===== src/verilog/tsic_map.vh =====
// Register indices, bit positions and reset values of the timer status block
`ifndef TSIC_MAP_VH
`define TSIC_MAP_VH

// Register indices; byte address on the bus is four times the index
`define TSIC_IDX_CAP1H    6'h20
`define TSIC_IDX_CAP1L    6'h21
`define TSIC_IDX_CMP1H    6'h22
`define TSIC_IDX_CMP1L    6'h23
`define TSIC_IDX_CAP2H    6'h24
`define TSIC_IDX_CAP2L    6'h25
`define TSIC_IDX_CMP2H    6'h26
`define TSIC_IDX_CMP2L    6'h27
`define TSIC_IDX_CNTH     6'h28
`define TSIC_IDX_CNTL     6'h29
`define TSIC_IDX_ACNTH    6'h2A
`define TSIC_IDX_ACNTL    6'h2B
`define TSIC_IDX_CTRL1    6'h2C
`define TSIC_IDX_CTRL2    6'h2D
`define TSIC_IDX_FLAGS    6'h2E

// Status register bit positions
`define TSIC_ST_CAP1F     7
`define TSIC_ST_CAP2F     6
`define TSIC_ST_CMP1F     5
`define TSIC_ST_OVF       4
`define TSIC_ST_PIN1      3
`define TSIC_ST_PIN2      2
`define TSIC_ST_CMP2F     1

// Control register 1 bit positions
`define TSIC_C1_CAP1IE    7
`define TSIC_C1_CAP2IE    6
`define TSIC_C1_CMP1IE    5
`define TSIC_C1_OVFIE     4
`define TSIC_C1_EDGE1     2
`define TSIC_C1_EDGE2     1
// Control register 2 bit position and writable masks
`define TSIC_C2_CMP2IE    5
`define TSIC_C1_MASK      8'hFF
`define TSIC_C2_MASK      8'h29

// Reset values
`define TSIC_CTRL1_RST    8'h00
`define TSIC_CTRL2_RST    8'h00
`define TSIC_CNT_RST      16'hFFFC
`define TSIC_CNT_MAX      16'hFFFF

// Prescaler: counter steps once every four bus clocks
`define TSIC_PRESC_LAST   2'h3

`endif


===== src/verilog/tsic_top.v =====
// Timer status flags, dual input capture and free-running counter
//
// Decided for this implementation: the AHB-Lite slave port.
`timescale 1ns/1ps
`include "tsic_map.vh"

module tsic_top (
    input  wire        i_core_clk,
    input  wire        i_rst_n,
    // AHB-Lite slave
    input  wire        i_hsel,
    input  wire [31:0] i_haddr,
    input  wire [1:0]  i_htrans,
    input  wire        i_hwrite,
    input  wire [2:0]  i_hsize,
    input  wire [31:0] i_hwdata,
    input  wire        i_hready,
    output reg  [31:0] o_hrdata,
    output reg         o_hreadyout,
    output reg         o_hresp,
    // Capture pins and stop mode request (asynchronous)
    input  wire        i_capture_pin_one,
    input  wire        i_capture_pin_two,
    input  wire        i_stop_mode,
    // Timer interrupt request
    output reg         o_timer_irq
);

    // Flag vector order
    localparam F_CAP1 = 0;
    localparam F_CAP2 = 1;
    localparam F_CMP1 = 2;
    localparam F_CMP2 = 3;
    localparam F_OVF  = 4;

    // Bus decode state
    reg         wr_pend_q;
    reg  [5:0]  wr_idx_q;
    // Control registers
    reg  [7:0]  ctrl1_q;
    reg  [7:0]  ctrl2_q;
    // Compare registers and their inhibit
    reg  [15:0] cmp1_q;
    reg  [15:0] cmp2_q;
    reg         cmp1_inh_q;
    reg         cmp2_inh_q;
    // Counter, prescaler and history for capture alignment
    reg  [1:0]  presc_q;
    reg  [15:0] cnt_q;
    reg  [15:0] hist1_q;
    reg  [15:0] hist2_q;
    reg  [15:0] hist3_q;
    reg         cmp_tick_q;
    reg  [7:0]  cnt_buf_q;
    reg         cnt_lat_q;
    // Flags and clear arming
    reg  [4:0]  flag_q;
    reg  [4:0]  flag_d;
    reg  [4:0]  arm_q;
    reg  [4:0]  arm_d;
    // Stop mode synchroniser
    reg         stop_s1_q;
    reg         stop_q;
    // Read data mux
    reg  [7:0]  rd_byte;

    // Address phase decode
    wire        ap_ok   = i_hsel & i_htrans[1] & i_hready;
    wire        in_map  = (i_haddr[31:8] == 24'h000000) &
                          (i_haddr[1:0] == 2'h0);
    wire        rd_en   = ap_ok & ~i_hwrite & in_map;
    wire        wr_en   = ap_ok & i_hwrite & in_map;
    wire [5:0]  ap_idx  = i_haddr[7:2];
    wire [7:0]  wbyte   = i_hwdata[7:0];

    // Per-register access strobes
    wire rd_flags = rd_en & (ap_idx == `TSIC_IDX_FLAGS);
    wire wr_flags = wr_pend_q & (wr_idx_q == `TSIC_IDX_FLAGS);
    wire rd_cap1h = rd_en & (ap_idx == `TSIC_IDX_CAP1H);
    wire rd_cap1l = rd_en & (ap_idx == `TSIC_IDX_CAP1L);
    wire rd_cap2h = rd_en & (ap_idx == `TSIC_IDX_CAP2H);
    wire rd_cap2l = rd_en & (ap_idx == `TSIC_IDX_CAP2L);
    wire wr_cmp1h = wr_pend_q & (wr_idx_q == `TSIC_IDX_CMP1H);
    wire wr_cmp1l = wr_pend_q & (wr_idx_q == `TSIC_IDX_CMP1L);
    wire wr_cmp2h = wr_pend_q & (wr_idx_q == `TSIC_IDX_CMP2H);
    wire wr_cmp2l = wr_pend_q & (wr_idx_q == `TSIC_IDX_CMP2L);
    wire acc_cmp1l = wr_cmp1l | (rd_en & (ap_idx == `TSIC_IDX_CMP1L));
    wire acc_cmp2l = wr_cmp2l | (rd_en & (ap_idx == `TSIC_IDX_CMP2L));
    wire rd_cnth  = rd_en & ((ap_idx == `TSIC_IDX_CNTH) |
                             (ap_idx == `TSIC_IDX_ACNTH));
    wire rd_cntl  = rd_en & (ap_idx == `TSIC_IDX_CNTL);
    wire rd_acntl = rd_en & (ap_idx == `TSIC_IDX_ACNTL);

    // Control fields
    wire [1:0] edge_sel = {ctrl1_q[`TSIC_C1_EDGE2], ctrl1_q[`TSIC_C1_EDGE1]};
    wire [4:0] irq_en   = {ctrl1_q[`TSIC_C1_OVFIE],
                           ctrl2_q[`TSIC_C2_CMP2IE],
                           ctrl1_q[`TSIC_C1_CMP1IE],
                           ctrl1_q[`TSIC_C1_CAP2IE],
                           ctrl1_q[`TSIC_C1_CAP1IE]};

    // Counter step strobe, frozen in stop mode
    wire        tick    = (presc_q == `TSIC_PRESC_LAST) & ~stop_q;
    wire        ovf_evt = tick & (cnt_q == `TSIC_CNT_MAX);
    wire [15:0] cap_val = hist3_q + 16'h0001;

    // Per-channel capture wiring
    wire [1:0]  pins    = {i_capture_pin_two, i_capture_pin_one};
    wire [1:0]  rd_hi   = {rd_cap2h, rd_cap1h};
    wire [1:0]  rd_lo   = {rd_cap2l, rd_cap1l};
    wire [1:0]  cap_evt;
    wire [1:0]  pin_lvl;
    wire [31:0] cap_flat;

    // Stop mode input synchroniser
    always @(posedge i_core_clk or negedge i_rst_n)
    begin
        if (!i_rst_n)
        begin
            stop_s1_q <= 1'b0;
            stop_q    <= 1'b0;
        end
        else
        begin
            stop_s1_q <= i_stop_mode;
            stop_q    <= stop_s1_q;
        end
    end

    // Capture channels: sync, edge detect, inhibit, stop arming
    genvar g;
    generate
        for (g = 0; g < 2; g = g + 1)
        begin : gen_cap
            reg        s1_q;
            reg        s2_q;
            reg        s3_q;
            reg        inh_q;
            reg        armed_q;
            reg [15:0] pend_q;
            reg [15:0] cap_q;
            wire       rise = s2_q & ~s3_q;
            wire       fall = ~s2_q & s3_q;
            wire       hit  = edge_sel[g] ? rise : fall;
            wire       wake = ~stop_q & armed_q;
            wire       live = ~stop_q & hit;

            // Pin synchroniser and previous level
            always @(posedge i_core_clk or negedge i_rst_n)
            begin
                if (!i_rst_n)
                begin
                    s1_q <= 1'b0;
                    s2_q <= 1'b0;
                    s3_q <= 1'b0;
                end
                else
                begin
                    s1_q <= pins[g];
                    s2_q <= s1_q;
                    s3_q <= s2_q;
                end
            end

            // High read blocks, low read releases
            always @(posedge i_core_clk or negedge i_rst_n)
            begin
                if (!i_rst_n)
                    inh_q <= 1'b0;
                else if (rd_hi[g])
                    inh_q <= 1'b1;
                else if (rd_lo[g])
                    inh_q <= 1'b0;
            end

            // Stop-mode edge arms; reset discards the armed edge
            always @(posedge i_core_clk or negedge i_rst_n)
            begin
                if (!i_rst_n)
                    armed_q <= 1'b0;
                else if (stop_q & hit & ~armed_q)
                    armed_q <= 1'b1;
                else if (wake)
                    armed_q <= 1'b0;
            end

            // Value held for the armed edge
            always @(posedge i_core_clk)
            begin
                if (stop_q & hit & ~armed_q)
                    pend_q <= cap_val;
            end

            // Capture register; no reset so contents survive reset
            always @(posedge i_core_clk)
            begin
                if (wake & ~inh_q)
                    cap_q <= pend_q;
                else if (live & ~inh_q)
                    cap_q <= cap_val;
            end

            assign cap_evt[g] = live | wake;
            assign pin_lvl[g] = s2_q;
            assign cap_flat[16*g+15:16*g] = cap_q;
        end
    endgenerate

    // Prescaler, counter and its delay history
    always @(posedge i_core_clk or negedge i_rst_n)
    begin
        if (!i_rst_n)
        begin
            presc_q    <= 2'h0;
            cnt_q      <= `TSIC_CNT_RST;
            hist1_q    <= `TSIC_CNT_RST;
            hist2_q    <= `TSIC_CNT_RST;
            hist3_q    <= `TSIC_CNT_RST;
            cmp_tick_q <= 1'b0;
        end
        else
        begin
            if (!stop_q)
                presc_q <= presc_q + 2'h1;
            if (tick)
                cnt_q <= cnt_q + 16'h0001;
            hist1_q    <= cnt_q;
            hist2_q    <= hist1_q;
            hist3_q    <= hist2_q;
            cmp_tick_q <= tick;
        end
    end

    // Counter low byte buffer for coherent two-byte reads
    always @(posedge i_core_clk or negedge i_rst_n)
    begin
        if (!i_rst_n)
        begin
            cnt_buf_q <= 8'h00;
            cnt_lat_q <= 1'b0;
        end
        else if (rd_cnth)
        begin
            if (!cnt_lat_q)
                cnt_buf_q <= cnt_q[7:0];
            cnt_lat_q <= 1'b1;
        end
        else if (rd_cntl | rd_acntl)
            cnt_lat_q <= 1'b0;
    end

    // Control registers
    always @(posedge i_core_clk or negedge i_rst_n)
    begin
        if (!i_rst_n)
        begin
            ctrl1_q <= `TSIC_CTRL1_RST;
            ctrl2_q <= `TSIC_CTRL2_RST;
        end
        else if (wr_pend_q)
        begin
            if (wr_idx_q == `TSIC_IDX_CTRL1)
                ctrl1_q <= wbyte & `TSIC_C1_MASK;
            if (wr_idx_q == `TSIC_IDX_CTRL2)
                ctrl2_q <= wbyte & `TSIC_C2_MASK;
        end
    end

    // Compare registers: contents not reset
    always @(posedge i_core_clk)
    begin
        if (wr_cmp1h)
            cmp1_q[15:8] <= wbyte;
        if (wr_cmp1l)
            cmp1_q[7:0] <= wbyte;
        if (wr_cmp2h)
            cmp2_q[15:8] <= wbyte;
        if (wr_cmp2l)
            cmp2_q[7:0] <= wbyte;
    end

    // Compare inhibit between high and low byte writes
    always @(posedge i_core_clk or negedge i_rst_n)
    begin
        if (!i_rst_n)
        begin
            cmp1_inh_q <= 1'b0;
            cmp2_inh_q <= 1'b0;
        end
        else
        begin
            if (wr_cmp1h)
                cmp1_inh_q <= 1'b1;
            else if (wr_cmp1l)
                cmp1_inh_q <= 1'b0;
            if (wr_cmp2h)
                cmp2_inh_q <= 1'b1;
            else if (wr_cmp2l)
                cmp2_inh_q <= 1'b0;
        end
    end

    // Compare match one cycle after each counter step
    wire cmp1_evt = cmp_tick_q & ~cmp1_inh_q & (cnt_q == cmp1_q);
    wire cmp2_evt = cmp_tick_q & ~cmp2_inh_q & (cnt_q == cmp2_q);

    // Flag set and two-step clear; a set wins over a clear
    always @*
    begin
        flag_d = flag_q;
        arm_d  = arm_q;
        // Step one: status read arms every flag now set; a status write arms only the compare and overflow flags
        if (rd_flags)
            arm_d[F_CAP2:F_CAP1] = arm_q[F_CAP2:F_CAP1] |
                                   flag_q[F_CAP2:F_CAP1];
        if (rd_flags | wr_flags)
            arm_d[F_OVF:F_CMP1] = arm_q[F_OVF:F_CMP1] |
                                  flag_q[F_OVF:F_CMP1];
        // Step two: access to the flag's own register
        if (arm_q[F_CAP1] & rd_cap1l)
        begin
            flag_d[F_CAP1] = 1'b0;
            arm_d[F_CAP1]  = 1'b0;
        end
        if (arm_q[F_CAP2] & rd_cap2l)
        begin
            flag_d[F_CAP2] = 1'b0;
            arm_d[F_CAP2]  = 1'b0;
        end
        if (arm_q[F_CMP1] & acc_cmp1l)
        begin
            flag_d[F_CMP1] = 1'b0;
            arm_d[F_CMP1]  = 1'b0;
        end
        if (arm_q[F_CMP2] & acc_cmp2l)
        begin
            flag_d[F_CMP2] = 1'b0;
            arm_d[F_CMP2]  = 1'b0;
        end
        if (arm_q[F_OVF] & rd_cntl)
        begin
            flag_d[F_OVF] = 1'b0;
            arm_d[F_OVF]  = 1'b0;
        end
        // Hardware events last so they win
        if (cap_evt[0])
            flag_d[F_CAP1] = 1'b1;
        if (cap_evt[1])
            flag_d[F_CAP2] = 1'b1;
        if (cmp1_evt)
            flag_d[F_CMP1] = 1'b1;
        if (cmp2_evt)
            flag_d[F_CMP2] = 1'b1;
        if (ovf_evt)
            flag_d[F_OVF] = 1'b1;
    end

    // Flag and arm registers
    always @(posedge i_core_clk or negedge i_rst_n)
    begin
        if (!i_rst_n)
        begin
            flag_q <= 5'h00;
            arm_q  <= 5'h00;
        end
        else
        begin
            flag_q <= flag_d;
            arm_q  <= arm_d;
        end
    end

    // Read data selection
    always @*
    begin
        rd_byte = 8'h00;
        case (ap_idx)
            `TSIC_IDX_CAP1H: rd_byte = cap_flat[15:8];
            `TSIC_IDX_CAP1L: rd_byte = cap_flat[7:0];
            `TSIC_IDX_CAP2H: rd_byte = cap_flat[31:24];
            `TSIC_IDX_CAP2L: rd_byte = cap_flat[23:16];
            `TSIC_IDX_CMP1H: rd_byte = cmp1_q[15:8];
            `TSIC_IDX_CMP1L: rd_byte = cmp1_q[7:0];
            `TSIC_IDX_CMP2H: rd_byte = cmp2_q[15:8];
            `TSIC_IDX_CMP2L: rd_byte = cmp2_q[7:0];
            `TSIC_IDX_CNTH,
            `TSIC_IDX_ACNTH: rd_byte = cnt_q[15:8];
            `TSIC_IDX_CNTL,
            `TSIC_IDX_ACNTL: rd_byte = cnt_lat_q ? cnt_buf_q : cnt_q[7:0];
            `TSIC_IDX_CTRL1: rd_byte = ctrl1_q;
            `TSIC_IDX_CTRL2: rd_byte = ctrl2_q;
            `TSIC_IDX_FLAGS:
            begin
                rd_byte[`TSIC_ST_CAP1F] = flag_q[F_CAP1];
                rd_byte[`TSIC_ST_CAP2F] = flag_q[F_CAP2];
                rd_byte[`TSIC_ST_CMP1F] = flag_q[F_CMP1];
                rd_byte[`TSIC_ST_OVF]   = flag_q[F_OVF];
                rd_byte[`TSIC_ST_PIN1]  = pin_lvl[0];
                rd_byte[`TSIC_ST_PIN2]  = pin_lvl[1];
                rd_byte[`TSIC_ST_CMP2F] = flag_q[F_CMP2];  // bit 0 stays 0
            end
            default: rd_byte = 8'h00;
        endcase
    end

    // AHB-Lite slave: zero wait states, always OKAY
    always @(posedge i_core_clk or negedge i_rst_n)
    begin
        if (!i_rst_n)
        begin
            wr_pend_q   <= 1'b0;
            wr_idx_q    <= 6'h00;
            o_hrdata    <= 32'h00000000;
            o_hreadyout <= 1'b0;
            o_hresp     <= 1'b0;
        end
        else
        begin
            o_hreadyout <= 1'b1;
            o_hresp     <= 1'b0;
            wr_pend_q   <= wr_en;    // status write only arms, never sets
            wr_idx_q    <= ap_idx;
            if (rd_en)
                o_hrdata <= {24'h000000, rd_byte};
            else if (ap_ok)
                o_hrdata <= 32'h00000000;
        end
    end

    // Interrupt request from enabled flags
    always @(posedge i_core_clk or negedge i_rst_n)
    begin
        if (!i_rst_n)
            o_timer_irq <= 1'b0;
        else
            o_timer_irq <= |(flag_q & irq_en);
    end

endmodule // tsic_top


===== config.mk =====
export PLATFORM = sky130hd
export DESIGN_NAME = tsic_top
export DESIGN_NICKNAME = d
export VERILOG_FILES = /design/src/verilog/tsic_top.v
export VERILOG_INCLUDE_DIRS = /design/src /design/src/verilog
export SDC_FILE = /design/constraint.sdc
export NUM_CORES = 1
export LEC_CHECK = 0
export ABC_CLOCK_PERIOD_IN_PS = 5500
export BUFFER_PORTS_ARGS = -buffer_cell sky130_fd_sc_hd__buf_2
export CAP_MARGIN = 15
export CORE_MARGIN = 4
export CORE_UTILIZATION = 55
export DETAILED_ROUTE_END_ITERATION = 16
export PLACE_DENSITY = 0.81
export SYNTH_ARGS = -nofsm -noshare
export SYNTH_HDL_FRONTEND = slang
export SYNTH_SLANG_ARGS = --single-unit

===== constraint.sdc =====
create_clock -name i_core_clk -period 5.5 [get_ports i_core_clk]
set_input_delay 0.825 -clock i_core_clk [delete_from_list [all_inputs] [get_ports i_core_clk]]
set_output_delay 0.825 -clock i_core_clk [all_outputs]
set_load 0.01 [all_outputs]

==> reports/results.txt <==
HP Class: primary input to asynchronous set/reset pin
Count of final hold-check violations: 0
Post-DP Area: 10000 um2
Antenna violations before repair: 0
FF+latch count, synth: 224
Sequential share of power: 51.7%
DRT Pass-1 Iters: 6
Grt ovf: 0
N_diodes: 0
Starting DRT DRC Count: 829
Num Clock Sinks: 224
Fin crit share: 49.0%
Static leakage power: 4.30 nW
Setup Crit Path Kind: primary input to flip-flop
Post-synth EDFFs: 96
Worst-case clock buffer depth: 3
Status: completed
RSZ-0062 raised after global routing: false
Core box area: 17200 um2
Commonest non-fill, non-tap cell in the layout: edfxtp_1
Kind of start point of the critical path: primary input
CP max FO: 12
Worst R2R End: gen_cap[1].cap_q[8]
Setup crit end kind: flip-flop
Register area share after synthesis: 64.1%
Site Rows: 48
Wire length of the first global-routing pass: 35200 um
Top Ports: 112
Fill cell count: 1263
Post-synth top area cell: edfxtp_1
Share of flip-flops with an asynchronous set or reset: 57.1%
CTS resizes: 0
H-tree levels: 1
Pwr dens: 365 nW/um2
Root Buffer: clkbuf_16
Mapped Area: 9610 um2
Synth warn: 0
Final Critical Period: 2.70 ns
Post-route DRC: 0
Max-cap violations: 0
Clock Power Share: 40.3%
Clock transition at path regs: 0.07 ns
Layout cells sized above 1: 26.6%
Avg Cell Area, Syn: 13.2 um2
Switching share of power: 24.6%
Post-synth top area share: 30.0%
Clock Skews: 0.0162 ns
Largest net degree at the start of global routing: 93
NetSw: 0.969 mW
Max Clock Freq: 371 MHz
Total Nets Final: 861
Most frequent cells in the layout: edfxtp_1, dfrtp_1, buf_2
Area growth syn-to-layout: 12.5%
Worst Tran Pin Value: 1.13 ns
Die span in x: 140 um
Wire per inst: 22.4 um
Number of buffers added on ports: 58
Vias per Instance: 6.03
Pins Over Slew Limit: 0
Final instance area: 10800 um2
Arrival @ worst endpoint: 3.11 ns
Full die area: 19600 um2
Post-synthesis cell type count: 65
R2r setup slk: 3.21 ns
GRT Util Overall: 23.1%
Setup Viol. Count Final: 0
Vias: 6167
DP HPWL: 15800 um
Cell count after synthesis: 728
Worst vdd ir: 0.000380 V
Die Y-Extent: 140 um
Clock latency on the worst-skew pair: 0.51 ns
Worst r2r src: stop_q
Placer congestion estimate: 0.964
Critical Path RT: 5.92 ns
Top cells by area, synth: edfxtp_1, dfrtp_1, dfstp_2
Setup TNS: 0 ns
Hold Buf Count CTS: 0
Number of global-route vias before repair: 6035
Rel. slew slack: 24.6%
Starting Density: 55.7%
Postcts setup bufs: 0
Main flop type after synthesis: edfxtp_1
DRT antenna net count: 0
Final wirelength: 22900 um
CTS Buf Count: 23
R2R cell count: 3
TritonCTS clock tree: done
Pint: 2.97 mW
Gate power share: 8.0%
-- metal layers --
layer | GRT usage (%) | share of wire [%] | up-vias
met3 | 3.79 | 8.9 | 59
met1 | 32.1 | 40 | 3050
met2 | 37.8 | 48 | 345
met5 | 0 | 0 | -
met4 | 7.19 | 3.6 | 0
li1 | - | - | 2713
-- worst max-delay path by stage --
stage                from      endpoint  slack (ns)
4_1_cts        i_haddr[4]   o_hrdata[2]        2.92
3_5_place_dp   i_haddr[4]   o_hrdata[2]        2.40
5_1_grt        i_haddr[4]   o_hrdata[2]        2.74
3_3_place_gp   i_haddr[4]   o_hrdata[2]        2.42
6_report       i_haddr[4]   o_hrdata[2]        2.80
2_1_floorplan  i_haddr[9]  cnt_buf_q[0]        3.14
-- metrics by stage --
step / worst slack [ns] / power, mW / hold slack, ns / util [%] / cells
2_1_floorplan: 3.14 / 2.24 / 0.331 / - / 752
3_3_place_gp: 2.42 / 2.36 / 0.332 / 58.0 / 980
3_5_place_dp: 2.40 / 2.38 / 0.336 / 58.0 / 980
4_1_cts: 2.92 / 3.95 / 0.349 / 62.6 / 1022
5_1_grt: 2.74 / 4.07 / 0.255 / 62.7 / 1023
6_report: 2.80 / 3.94 / 0.242 / 62.7 / 1023
-- final cells by class --
type / count / area, um2 / area share, %
multi-input cells: 447 / 3150 / 29.2
well taps: 225 / 282 / 2.60
clock inverters: 11 / 101 / 0.938
inverters: 21 / 78.8 / 0.729
flip-flops and latches: 224 / 6160 / 57.0
clock buffers: 31 / 679 / 6.29
repair buffers: 64 / 358 / 3.31
-- cell usage after synthesis (all sizes together), types with 5 or more instances --
master and n:
buf 33, dfstp 56, and3 10, a21oi 35, nor3b 5, mux2 36
nor3 14, a22o 7, nor2b 7, edfxtp 96, nand4 15, nor4 15
a32oi 5, a31oi 6, xor2 20, nand2 38, mux2i 12, dfrtp 72
nor2 43, xnor2 42, clkbuf 27, nand4b 5, a22oi 15, inv 21
nand3 22, o21ai 13
-- cells by family after synthesis --
family          Yosys count  share of synthesized area (%)
buf+inv                  81                           4.23
mux                      49                           6.02
flops                   224                           64.1
fa+ha+maj                 3                          0.391
compound gates          111                           7.91
xor+xnor                 62                           5.65
simple gates            196                           11.6
other cells               2                         0.0782
-- power by group through the flow --
stage	Combinational (mW)	Sequential (mW)	Clock (mW)
global route	0.353	2.05	1.67
floorplan	0.255	1.98	0
finish	0.316	2.04	1.59
global placement	0.296	2.06	0
CTS	0.313	2.04	1.60
detailed placement	0.312	2.07	0
-- critical path, stage by stage --
cell	delay (ns)
buf_2	0.19
nor4b_2	1.00
and3_1	0.50
a222oi_1	0.17
and3_1	0.23
a32oi_1	0.19
-- flip-flops by register name, indices dropped and copies added, names as in the netlist, 3 cells and up --
name            flops
hist2_q            16
gen_cap.pend_q     32
cmp2_q             16
arm_q               5
cnt_buf_q           8
o_hrdata            8
ctrl1_q             8
hist1_q            16
ctrl2_q             3
gen_cap.cap_q      32
flag_q              5
cmp1_q             16
wr_idx_q            6
hist3_q            16
cnt_q              16
Note: power is estimated with default switching activity, not from simulation.
